$ cat src/ctp_pkg.sv
package ctp_pkg;

    // ----------------------------------------------------------------
    // Response word fields
    // ----------------------------------------------------------------
    localparam int CTP_CA_BIT   = 15;
    localparam int CTP_PC_BIT   = 14;
    localparam int CTP_DIR_BIT  = 13;
    localparam int CTP_IA_BIT   = 8;
    localparam int CTP_PF_BIT   = 1;
    localparam int CTP_TF_BIT   = 0;

    // Fixed patterns of each primitive
    localparam logic [1:0]  CTP_EA_PAT     = 2'h2;    // bits 12..11 = 10
    localparam logic [8:0]  CTP_SREG_PAT   = 9'h0c0;  // bits 12..4 = 011000000
    localparam logic [4:0]  CTP_MREG_PAT   = 5'h01;   // bits 12..8 = 00001
    localparam logic [4:0]  CTP_NULL_PAT   = 5'h04;   // bits 13..9 = 00100
    localparam logic [7:0]  CTP_MREG_LEN   = 8'h0c;   // Twelve bytes per register
    localparam logic [7:0]  CTP_CREG_BYTES = 8'h04;   // Bytes per control register

    // Address class codes
    localparam logic [2:0] CTP_EA_CTL_ALT = 3'h0;
    localparam logic [2:0] CTP_EA_DAT_ALT = 3'h1;
    localparam logic [2:0] CTP_EA_MEM_ALT = 3'h2;
    localparam logic [2:0] CTP_EA_ALT     = 3'h3;
    localparam logic [2:0] CTP_EA_CTL     = 3'h4;
    localparam logic [2:0] CTP_EA_DAT     = 3'h5;
    localparam logic [2:0] CTP_EA_MEM     = 3'h6;
    localparam logic [2:0] CTP_EA_ANY     = 3'h7;

    // Operation classes served here
    localparam logic [2:0] CTP_OC_ARITH_MEM = 3'h2;
    localparam logic [2:0] CTP_OC_STORE     = 3'h3;
    localparam logic [2:0] CTP_OC_CTL_LOAD  = 3'h4;
    localparam logic [2:0] CTP_OC_CTL_STORE = 3'h5;

    // Register port
    localparam logic [1:0] CTP_ADDR_RESP   = 2'h0;
    localparam logic [1:0] CTP_ADDR_OPERAND= 2'h1;
    localparam logic [1:0] CTP_ADDR_STATUS = 2'h2;
    localparam logic [15:0] CTP_RESP_RST   = 16'h0802;

    typedef enum logic [1:0] {
        CTP_REQ_EA   = 2'b00,
        CTP_REQ_SREG = 2'b01,
        CTP_REQ_MREG = 2'b10
    } ctp_req_t;

    typedef enum logic [1:0] {
        CTP_ST_IDLE = 2'b00,
        CTP_ST_SHOW = 2'b01,
        CTP_ST_WAIT = 2'b10
    } ctp_state_t;

endpackage

$ cat src/ctp_core.sv
// Implementation choices: the strobed register port and the placing of the registers.
`timescale 1ns/1ps
// ----------------------------------------------------------------
// ----------------------------------------------------------------
module ctp_core
    import ctp_pkg::*;
(
    // Clock and reset
    input  wire logic        clk,
    input  wire logic        nrst,
    // Register port
    input  wire logic [1:0]  addr,
    input  wire logic [31:0] wdata,
    input  wire logic        wr,
    input  wire logic        rd,
    output logic      [31:0] rdata,
    // Request from the execution engine
    input  wire logic        req_valid,
    input  wire ctp_req_t    req_kind,
    input  wire logic [2:0]  req_class,
    input  wire logic [7:0]  req_length,
    input  wire logic        req_dir_out,
    input  wire logic [2:0]  req_reg,
    input  wire logic        exc_enabled,
    input  wire logic        dual_no_ca,
    input  wire logic        busy,
    input  wire logic        cond_true,
    // Status back to the engine
    output logic             req_taken,
    output logic             req_served,
    output logic      [31:0] list_data,
    output logic             req_bad
);

    // ----------------------------------------------------------------
    // Declarations
    // ----------------------------------------------------------------
    ctp_state_t  state_reg, state_next;
    logic [15:0] resp_reg, resp_next;
    logic        sreg_reg, sreg_next;
    logic [31:0] rdata_next;
    logic        taken_reg, taken_next;
    logic        served_reg, served_next;
    logic [31:0] list_reg, list_next;
    logic        bad_reg, bad_next;
    logic [15:0] fmt_word;
    logic        fmt_legal;
    logic [15:0] null_word;

    // ----------------------------------------------------------------
    // Formatter
    // ----------------------------------------------------------------
    ctp_fmt u_fmt (
        .kind        (req_kind),
        .op_class    (req_class),
        .length      (req_length),
        .exc_enabled (exc_enabled),
        .dual_no_ca  (dual_no_ca),
        .dir_out     (req_dir_out),
        .reg_num     (req_reg),
        .word        (fmt_word),
        .legal       (fmt_legal)
    );

    // Null response with idle and condition bits
    always_comb begin
        null_word = 16'h0000;
        null_word[13:9] = CTP_NULL_PAT;
        null_word[CTP_IA_BIT] = busy;
        null_word[CTP_PF_BIT] = !busy;
        null_word[CTP_TF_BIT] = cond_true;
    end

    // ----------------------------------------------------------------
    // Dialog state next values
    // ----------------------------------------------------------------
    always_comb begin
        state_next  = state_reg;
        resp_next   = resp_reg;
        sreg_next   = sreg_reg;
        taken_next  = 1'b0;
        served_next = 1'b0;
        list_next   = list_reg;
        bad_next    = bad_reg;
        rdata_next  = 32'h0000_0000;
        if (rd) begin
            case (addr)
                CTP_ADDR_RESP:    rdata_next = {16'h0000, resp_reg};
                CTP_ADDR_OPERAND: rdata_next = list_reg;
                CTP_ADDR_STATUS:  rdata_next = {29'h0, bad_reg, sreg_reg,
                                                state_reg == CTP_ST_SHOW};
                default:          rdata_next = 32'h0000_0000;
            endcase
        end
        case (state_reg)
            CTP_ST_IDLE: begin
                resp_next = null_word;
                if (req_valid) begin
                    resp_next  = fmt_word;
                    sreg_next  = req_kind == CTP_REQ_SREG;
                    bad_next   = !fmt_legal;
                    taken_next = 1'b1;
                    state_next = CTP_ST_SHOW;
                end
            end
            CTP_ST_SHOW: begin
                if (rd && addr == CTP_ADDR_RESP) begin
                    resp_next = null_word;
                    state_next = sreg_reg ? CTP_ST_WAIT : CTP_ST_IDLE;
                end
            end
            CTP_ST_WAIT: begin
                resp_next = null_word;
                if (wr && addr == CTP_ADDR_OPERAND) begin
                    list_next   = wdata;
                    served_next = 1'b1;
                    sreg_next   = 1'b0;
                    state_next  = CTP_ST_IDLE;
                end
            end
            default: begin
                state_next = CTP_ST_IDLE;
                resp_next  = null_word;
            end
        endcase
    end

    // Register the dialog state
    always_ff @(posedge clk or negedge nrst) begin
        if (!nrst) begin
            state_reg  <= CTP_ST_IDLE;
            resp_reg   <= CTP_RESP_RST;
            sreg_reg   <= 1'b0;
            rdata      <= 32'h0000_0000;
            taken_reg  <= 1'b0;
            served_reg <= 1'b0;
            list_reg   <= 32'h0000_0000;
            bad_reg    <= 1'b0;
        end else begin
            state_reg  <= state_next;
            resp_reg   <= resp_next;
            sreg_reg   <= sreg_next;
            rdata      <= rdata_next;
            taken_reg  <= taken_next;
            served_reg <= served_next;
            list_reg   <= list_next;
            bad_reg    <= bad_next;
        end
    end

    // Outputs straight from flops
    assign req_taken  = taken_reg;
    assign req_served = served_reg;
    assign list_data  = list_reg;
    assign req_bad    = bad_reg;
endmodule

$ cat src/ctp_fmt.sv
`timescale 1ns/1ps
// Combinational formatter of request words
module ctp_fmt
    import ctp_pkg::*;
(
    // Request description
    input  wire ctp_req_t    kind,
    input  wire logic [2:0]  op_class,
    input  wire logic [7:0]  length,
    input  wire logic        exc_enabled,
    input  wire logic        dual_no_ca,
    input  wire logic        dir_out,
    input  wire logic [2:0]  reg_num,
    // Result
    output logic      [15:0] word,
    output logic             legal
);

    // ----------------------------------------------------------------
    // Word assembly
    // ----------------------------------------------------------------
    function automatic logic is_small(input logic [7:0] n);
        return (n == 8'h01) || (n == 8'h02) || (n == 8'h04);
    endfunction

    always_comb begin
        logic ca;
        logic pc;
        logic dr;
        logic [2:0] cls;
        ca    = 1'b1;
        pc    = 1'b0;
        dr    = 1'b0;
        cls   = CTP_EA_ANY;
        legal = 1'b1;
        word  = 16'h0000;
        case (kind)
            CTP_REQ_EA: begin
                case (op_class)
                    CTP_OC_ARITH_MEM: begin
                        pc  = exc_enabled;
                        ca  = !(dual_no_ca && !is_small(length));
                        cls = is_small(length) ? CTP_EA_DAT : CTP_EA_MEM;
                        legal = is_small(length) || length == 8'h08 || length == 8'h0c;
                    end
                    CTP_OC_STORE: begin
                        dr  = 1'b1;
                        ca  = !(dual_no_ca && !is_small(length));
                        cls = is_small(length) ? CTP_EA_DAT_ALT : CTP_EA_MEM_ALT;
                        legal = is_small(length) || length == 8'h08 || length == 8'h0c;
                    end
                    CTP_OC_CTL_LOAD: begin
                        cls = (length == CTP_CREG_BYTES) ? CTP_EA_ANY : CTP_EA_MEM;
                        legal = length == 8'h04 || length == 8'h08 || length == 8'h0c;
                    end
                    CTP_OC_CTL_STORE: begin
                        dr  = 1'b1;
                        cls = (length == CTP_CREG_BYTES) ? CTP_EA_ALT : CTP_EA_MEM_ALT;
                        legal = length == 8'h04 || length == 8'h08 || length == 8'h0c;
                    end
                    default: legal = 1'b0;
                endcase
                word = {ca, pc, dr, CTP_EA_PAT, cls, length};
            end
            CTP_REQ_SREG: begin
                word = {1'b1, 1'b0, 1'b0, CTP_SREG_PAT, 1'b0, reg_num};
            end
            CTP_REQ_MREG: begin
                word = {1'b1, 1'b0, dir_out, CTP_MREG_PAT, CTP_MREG_LEN};
            end
            default: legal = 1'b0;
        endcase
    end

endmodule

$ cat config.mk
export PLATFORM = sky130hd
export DESIGN_NAME = ctp_core
export DESIGN_NICKNAME = d
export VERILOG_FILES = /design/src/ctp_pkg.sv /design/src/ctp_core.sv /design/src/ctp_fmt.sv
export SDC_FILE = /design/constraint.sdc
export NUM_CORES = 1
export LEC_CHECK = 0
export ABC_CLOCK_PERIOD_IN_PS = 3100
export BUFFER_PORTS_ARGS = -buffer_cell sky130_fd_sc_hd__buf_2
export CELL_PAD_IN_SITES_DETAIL_PLACEMENT = 2
export CELL_PAD_IN_SITES_GLOBAL_PLACEMENT = 2
export CORE_MARGIN = 2
export CORE_UTILIZATION = 34
export CTS_CLUSTER_DIAMETER = 200
export DETAILED_ROUTE_END_ITERATION = 8
export GPL_ROUTABILITY_DRIVEN = 0
export GPL_TIMING_DRIVEN = 0
export PLACE_DENSITY = 0.95
export SLEW_MARGIN = 20
export SYNTH_ARGS = -nofsm -noshare
export SYNTH_HDL_FRONTEND = slang
export SYNTH_SLANG_ARGS = --single-unit
$ cat constraint.sdc
create_clock -name clk -period 3.1 [get_ports clk]
set_input_delay 0.31 -clock clk [delete_from_list [all_inputs] [get_ports clk]]
set_output_delay 0.31 -clock clk [all_outputs]
set_load 0.05 [all_outputs]
# Yosys cells after proc, flatten, opt, wreduce, memory -nomap -nowiden
# Index checks and enable logic that the tools add are counted.
# word_totals
ff_bits	86
inputBits	60
# op_classes
n_eq_ne	18
muxes	28
n_reduce_logical	25
# ops
operator	count
one-hot mux 32 bit (3 select lines)	1
one-hot mux 16 bit (3 select lines)	1
2-to-1 mux 16 bit	2
2-to-1 mux 32 bit	1
one-hot mux 16 bit (2 select lines)	1
equality test 8 x 4 -> 1 bit, second input constant	2
2-to-1 mux 2 bit	6
one-hot mux 3 bit (4 select lines)	1
2-to-1 mux 1 bit	11
equality test 8 x 1 -> 1 bit, second input constant	1
equality test 8 x 2 -> 1 bit, second input constant	1
equality test 8 x 3 -> 1 bit, second input constant	1
OR reduction 2 bit	4
equality test 2 x 1 -> 1 bit, second input constant	3
equality test 2 bit, second input constant	3
equality test 3 x 2 -> 1 bit, second input constant	2
equality test 3 bit, second input constant	2
logical NOT 2 bit	3
logical OR 1 bit	6
one-hot mux 1 bit (2 select lines)	3
one-hot mux 2 bit (3 select lines)	1
AND reduction 3 bit	2
logical NOT 1 bit	4
!= test 2 bit, second input constant	2
other kinds (4)	7

# Longest topological paths before layout
# Gate-level depths: netlist of the first run.
# logic_depth
ltp_word	10
depth_mapped	7
depth_no_buf	6

# Modules after synthesis
# A second synthesis of the first run with hierarchy kept.
# hier_totals
hier_cells	263
area_unflattened_um2	3577.2
# modules_own_cells
module	instances	cells_per_inst	area_per_inst_um2	seq_area_each_um2
ctp_core	1	210	3214.3	2154.6
ctp_fmt	1	53	362.8	0.0

# Worst setup path before layout of the first run
# OpenSTA, ideal clock, no wires.
# synth_timing
kind	input port to flip-flop
start	input port addr[1]
end	register list_reg[0] (netlist: list_data[0])
setup_time_ps	125
arrival_ps	1436
required_ps	2975
slack_ps	1540
stages	5
path_buffers	2
cell_sequence	buf_6 > nand3b_4 > nor3b_4 > buf_6 > mux2_2
# synth_between
elab_chain_cells	3
# synth_rtl
element	line_no	text
start, declared	ctp_core.sv:12	input wire logic [1:0] addr,
equality test 2 x 1 -> 1 bit	ctp_core.sv:114	if (wr && addr == CTP_ADDR_OPERAND) begin
logical AND 1 bit	ctp_core.sv:114	
AND reduction 2 bit (no line)	--	
end signal, assigned	ctp_core.sv:146	list_reg <= list_next;
end, declared	ctp_core.sv:44	logic [31:0] list_reg, list_next;
# Every way passes these cells.
# A chain may end at the register's enable or synchronous reset.

# Final worst setup path of the first run
# layout_timing
start	register state_reg[0]
end	register list_reg[4] (netlist: list_data[4])
# layout_between
elab_chain_cells	2
# layout_rtl
element	line_no	text
start, declared	ctp_core.sv:38	ctp_state_t state_reg, state_next;
start signal, assigned	ctp_core.sv:140	state_reg <= state_next;
equality test 2 bit	ctp_core.sv:95	case (state_reg)
AND reduction 2 bit (no line)	--	
# Every way passes these cells.

==> results.yml, run 1 <==
synthesis:
  ys.flop_type: "dfrtp_1"
  synth_common_cells: "dfrtp_1, mux2_2, and2_1, a22o_1, nand2_1"
  syn_inst: 261
  syn_nets: 325
  yosysTopAreaCell: "dfrtp_1"
  synth_area_leaders: "dfrtp_1, mux2_2, a22o_1, and2_1, buf_6"
  synth.distinct_cells: 49
  syn-cell-area_sq_mm: 0.00351
  synthArstFlopShare_pct: 100
  seq_area_frac_synth_pct: 61.4
  ys_seq_elements: 86
  synth_edf_count: 0
  avgSynthCellArea_sq_um: 13.4
  synth_top_area_share_pct: 59.9
  yosysMostFrequentCell: "dfrtp_1"
  yosysWarningCount: 0
sta:
  worst_hold_slack_ns: 0.168
  setup_violations: 0
  slew_violations: 0
  rsz0062_at_grt: "no"
  fin_ws_ns: 1.39
  clock_skew_ns: 0.0146
  period_minus_slack_ns: 1.71
  hold_viol_final: 0
  relSlewSlack_pct: 57.7
  tns_ns: 0
  worst_slew_pin_slew_ns: 0.628
  fmax_mhz: 586
  period_share_pct: 55.0
layout:
  fillers: 1062
  fin_nets: 462
  diodes: 0
  multi_input_area_sq_mm: 0.00123
  drive_above_1_share_pct: 44.9
  syn_to_final_growth_pct: 29.8
  seq_area_sq_mm: 0.00215
  final_util_pct: 44.7
cts:
  cts_tree: "built"
  cts_num_sinks: 86
  cts_root_buffer: "clkbuf_8"
  clk_latency_ns: 0.37
  cts.clk_slew.worst_paths_ns: 0.09
  numCtsBuffers: 9
  htreeDepth: 3
  clk_path_buf_depth: 2
  cts_resized: 0
pwr:
  p_sw_share_pct: 46.1
  leakagePower_uw: 0.00248
  clkPwrFrac_pct: 20.1
  share_seq_of_total_power_pct: 38.7
  internal_power_uw: 2410
  comb_power_share_pct: 41.2
  powerDensity_mw_per_mm2: 979
  power_uw: 4460
  power_switching_uw: 2060
  ir_worst_vdd_uv: 402
global_route:
  grt_max_degree: 60
  grt_pass1_vias: 3234
  grt_overflow: 0
  grt_usage_pct: 24.4
  grt_util_met3_pct: 5.26
  antenna_found_initial: 0
  grt_pass1_wl_mm: 20.0
  met1_usage_pct: 27.5
  grt.busiest_layer: "met2"
  use_met2_pct: 43.8
place:
  dpl.hpwl_mm: 8.28
  pre_cts_slack_ns: 1.24
  port_buffers: 124
run:
  cap_violations: 0
worst_setup_path:
  end_kind: "register"
  crit_fanout: 10
  startpoint_type: "register"
  worstPathArrival_ns: 1.94
  worstSetupPathType: "register to register"
  crit_required_ns: 3.34
run_status:
  status: "completed"
floorplan:
  io_pins: 127
  die_w_microns: 106
  rows: 37
  die_area_sq_mm: 0.0112
  initial_core_util_pct: 34.5
  dieHeight_microns: 106
  core-area_sq_mm: 0.0102
routing:
  wl_per_cell_microns: 24.1
  antenna_left: 0
  drt-initial-drc-count: 118
  totalWireLength_mm: 13.0
  first_pass_iters: 4
  via_count: 2746
  vias_per_cell: 5.09
  drc: 0
min_path:
  hold_path_class: "primary input to register"
## logic make-up (layout without fill, tap and decap cells)
kind of cell | count (synthesis) | in the layout | synth area share (%)
AND/OR/NAND/NOR | 67 | 67 | 11.7
XOR/XNOR | 3 | 3 | 0.749
adder cells (fa/ha/maj) | 4 | 4 | 1.43
flip-flops | 86 | 86 | 61.4
multiplexers | 35 | 35 | 11.1
AO/OA/AOI/OAI | 48 | 48 | 10.2
buffers and inverters | 18 | 160 | 3.42
## layer usage
metal / part of all wire, % / wire length [microns] / vias to the layer above
li1: - / - / 1198
met5: 0 / 0 / -
met1: 40 / 5150 / 1407
met3: 5.4 / 696 / 29
met2: 52 / 6730 / 112
met4: 3.0 / 389 / 0
## timing repair
item / CTS / global route
hold buffers: 1 / 0
setup buffers: 0 / 0
endpoints found under the hold margin: 27 / 0
## area by class of cell
type | count | area share, %
buffer | 13 | 2.11
clock buffer | 13 | 3.27
clock inverter | 3 | 1.48
inverter | 5 | 0.522
multi-input combinational | 157 | 27.1
sequential | 86 | 47.3
tap | 136 | 3.73
timing repair buffer | 126 | 14.5
## worst max-delay path, cell delays in order (launching register included)
cell and delay, ns:
dfrtp_1 0.46, nor3b_4 0.50, buf_6 0.26, mux2_2 0.36
## layout by cell type (no fill, tap or decap), types with 4 or more instances in the layout
| master | count |
|---|---|
| a21oi_1 | 5 |
| a22o_1 | 17 |
| mux2_1 | 5 |
| nand2b_1 | 4 |
| mux2_2 | 27 |
| and2_1 | 19 |
| nand2_1 | 15 |
| nor2_1 | 7 |
| dfrtp_1 | 84 |
| inv_1 | 4 |
| o21ai_0 | 8 |
| clkbuf_8 | 10 |
| ha_1 | 4 |
| buf_2 | 125 |
| buf_6 | 5 |
| clkbuf_1 | 7 |
## final timing paths
path / start / endpoint / slack (ns) / cells past startpoint
min in group asynchronous: nrst / resp_reg[6]$_DFFE_PN0P_ / 0.42 / 2
worst min-delay path: wdata[9] / list_data[9]$_DFFE_PN0P_ / 0.17 / 2
worst min register to register: resp_reg[15]$_DFFE_PN0P_ / resp_reg[15]$_DFFE_PN0P_ / 0.52 / 2
worst max register to register: state_reg[0]$_DFFE_PN0P_ / list_data[4]$_DFFE_PN0P_ / 1.39 / 3
worst max-delay path: state_reg[0]$_DFFE_PN0P_ / list_data[4]$_DFFE_PN0P_ / 1.39 / 3
max in group asynchronous: nrst / resp_reg[11]$_DFFE_PN1P_ / 1.98 / 3
## power groups by stage
stage,logic (uW),registers [uW],clock network [uW]
floorplan,442,2490,0
global placement,1710,1670,0
detailed placement,1790,1720,0
CTS,1850,1720,912
global route,1930,1760,952
finish,1840,1730,899
## per-stage QoR
stage / std cells / cell area (sq um)
3_3_place_gp: 521 / 4300
3_5_place_dp: 522 / 4330
2_1_floorplan: 261 / 3510
4_1_cts: 539 / 4560
6_report: 539 / 4560
5_1_grt: 539 / 4560
(Power assumes the default switching activity.)
==> run 2, diff against run 1 <==
Settings changed: ABC_CLOCK_PERIOD_IN_PS 3100 to 1600, CORE_UTILIZATION 34 to 31, PLACE_DENSITY 0.95 to 0.89.
Clock period 3.1 ns to 1.6 ns, I/O delays scaled along.
==> run 2 against run 1 <==
Effect of this change:
- hold slack worse by 0.13 ns
- largest power group unchanged
- global-route usage decreased by 5.3 points
- power increased by 97%
- critical endpoint is now list_data[8]$_DFFE_PN0P_
- critical path depth grew 2
- clock skew is 0.0099 ns lower
- largest cell class unchanged
- cell count is 2.2% higher
- highest routed layer unchanged
- wire length is 13% lower
- register-to-register slack worse by 1.3 ns
- cell area up 3.3%
- setup slack worse by 1.3 ns
- sequential power rose by 90%
==> results.yml, run 2 (synthesis results as in run 1) <==
routing:
  vias_per_cell: 4.86
  first_pass_iters: 4
  totalWireLength_mm: 11.3
  drt-initial-drc-count: 125
  antenna_left: 0
  via_count: 2677
  wl_per_cell_microns: 20.5
  drc: 0
worst_setup_path:
  crit_required_ns: 1.81
  cpMostUsedCell: "buf_6"
  worstSetupPathType: "register to register"
  end_kind: "register"
  worstPathArrival_ns: 1.76
  path_cells: "buf_4 -> nor3b_4 -> buf_6 -> buf_6 -> mux2_1"
  cp_slowest_stage_delay_ns: 0.43
  cp_top_family: "buffers and inverters"
  startpoint_type: "register"
  cp.depth: 5
  ff2ff_path_depth: 5
  crit_fanout: 5
  slowest_stage: "dfrtp_2"
  worstPathBufferInverterCount: 3
pwr:
  share_seq_of_total_power_pct: 37.4
  power_switching_uw: 3820
  p_sw_share_pct: 43.4
  comb_power_share_pct: 40.1
  ir_worst_vdd_uv: 1150
  leakagePower_uw: 0.00256
  internal_power_uw: 4980
  clkPwrFrac_pct: 22.5
  powerDensity_mw_per_mm2: 1870
layout:
  stdcell_area_sq_mm: 0.00471
  layout_common_cells: "buf_2, dfrtp_1, mux2_2"
  fin_nets: 470
  final_util_pct: 43.1
  fillers: 1118
  diodes: 0
  syn_to_final_growth_pct: 34.2
  layout_commonest_cell: "buf_2"
  drive_above_1_share_pct: 47.0
run:
  cap_violations: 0
sta:
  hold_viol_final: 0
  clock_skew_ns: 0.00472
  tns_ns: 0
  fmax_mhz: 645
  period_minus_slack_ns: 1.55
  setup_violations: 0
  relSlewSlack_pct: 60.7
  period_share_pct: 96.9
  slew_violations: 0
  worst_slew_pin_slew_ns: 0.589
floorplan:
  core-area_sq_mm: 0.0109
  die_w_microns: 110
  initial_core_util_pct: 32.1
  io_pins: 127
  dieHeight_microns: 110
  rows: 38
  die_area_sq_mm: 0.0122
cts:
  htreeDepth: 3
  numCtsBuffers: 9
  cts_root_buffer: "clkbuf_16"
  clk_path_buf_depth: 2
  cts.clk_slew.worst_paths_ns: 0.06
  clk_latency_ns: 0.34
  cts_tree: "built"
  cts_num_sinks: 86
global_route:
  antenna_found_initial: 0
  grt_pass1_vias: 3033
  grt_overflow: 0
  grt_max_degree: 47
  grt_pass1_wl_mm: 17.9
  grt_usage_pct: 19.1
min_path:
  hold_path_class: "primary input to register"
  hold_depth: 2
place:
  port_buffers: 124
  place_area_sq_mm: 0.00434
  dpl.hpwl_mm: 8.04
run_status:
  status: "completed"
[run 2: final timing paths]
kind                                          start  slack, ns                  endpoint
setup / recovery           state_reg[0]$_DFFE_PN0P_       0.05  list_data[8]$_DFFE_PN0P_
hold / removal                             wdata[3]       0.04  list_data[3]$_DFFE_PN0P_
setup reg to reg           state_reg[0]$_DFFE_PN0P_       0.05  list_data[8]$_DFFE_PN0P_
hold reg to reg            resp_reg[13]$_DFFE_PN0P_       0.48  resp_reg[13]$_DFFE_PN0P_
max in group asynchronous                      nrst       0.53   resp_reg[1]$_DFFE_PN1P_
min in group asynchronous                      nrst       0.38       rdata[16]$_DFF_PN0_
[run 2: area by class of cell]
type	count	area, sq um	area share, %
Buffer	12	92.6	1.97
Clock inverter	1	5.00	0.106
Sequential cell	86	2160	45.8
Timing Repair Buffer	135	732	15.5
Multi-Input combinational cell	157	1250	26.5
Clock buffer	15	278	5.90
Tap cell	140	175	3.72
Inverter	5	23.8	0.505
[run 2: repair_timing]
| action | CTS | global route |
|---|---|---|
| setup endpoints to repair | 34 | 35 |
| pin swaps | 3 | 2 |
| buffers inserted | 5 | 3 |
| gates resized for setup | 4 | 6 |
| hold buffers | 1 | 0 |
| gates cloned | 0 | 1 |
| hold endpoints to repair | 40 | 0 |
[run 2: layer usage]
metal / wire length (microns) / track usage, % / part of all wire, %
met4: 225 / 6.33 / 2.0
met2: 6040 / 34.2 / 54
met5: 0 / 0 / 0
met1: 4480 / 22.2 / 40
met3: 533 / 4.77 / 4.7
[run 2: power groups by stage]
stage	logic, uW	registers [uW]	clock network [uW]
2_1_floorplan	857	4830	0
3_3_place_gp	3310	3250	0
3_5_place_dp	3440	3320	0
4_1_cts	3530	3300	2030
5_1_grt	3730	3380	2130
6_report	3530	3290	1980
[run 2: per-stage QoR]
step	total power (uW)	hold WS (ns)	setup slack [ns]	instances
floorplan	5680	-0.136	0.166	261
global placement	6560	0.384	-0.266	525
detailed placement	6760	0.201	-0.120	526
CTS	8870	0.0326	-0.0195	547
global route	9230	0.0431	-0.0103	551
finish	8800	0.0417	0.0489	551
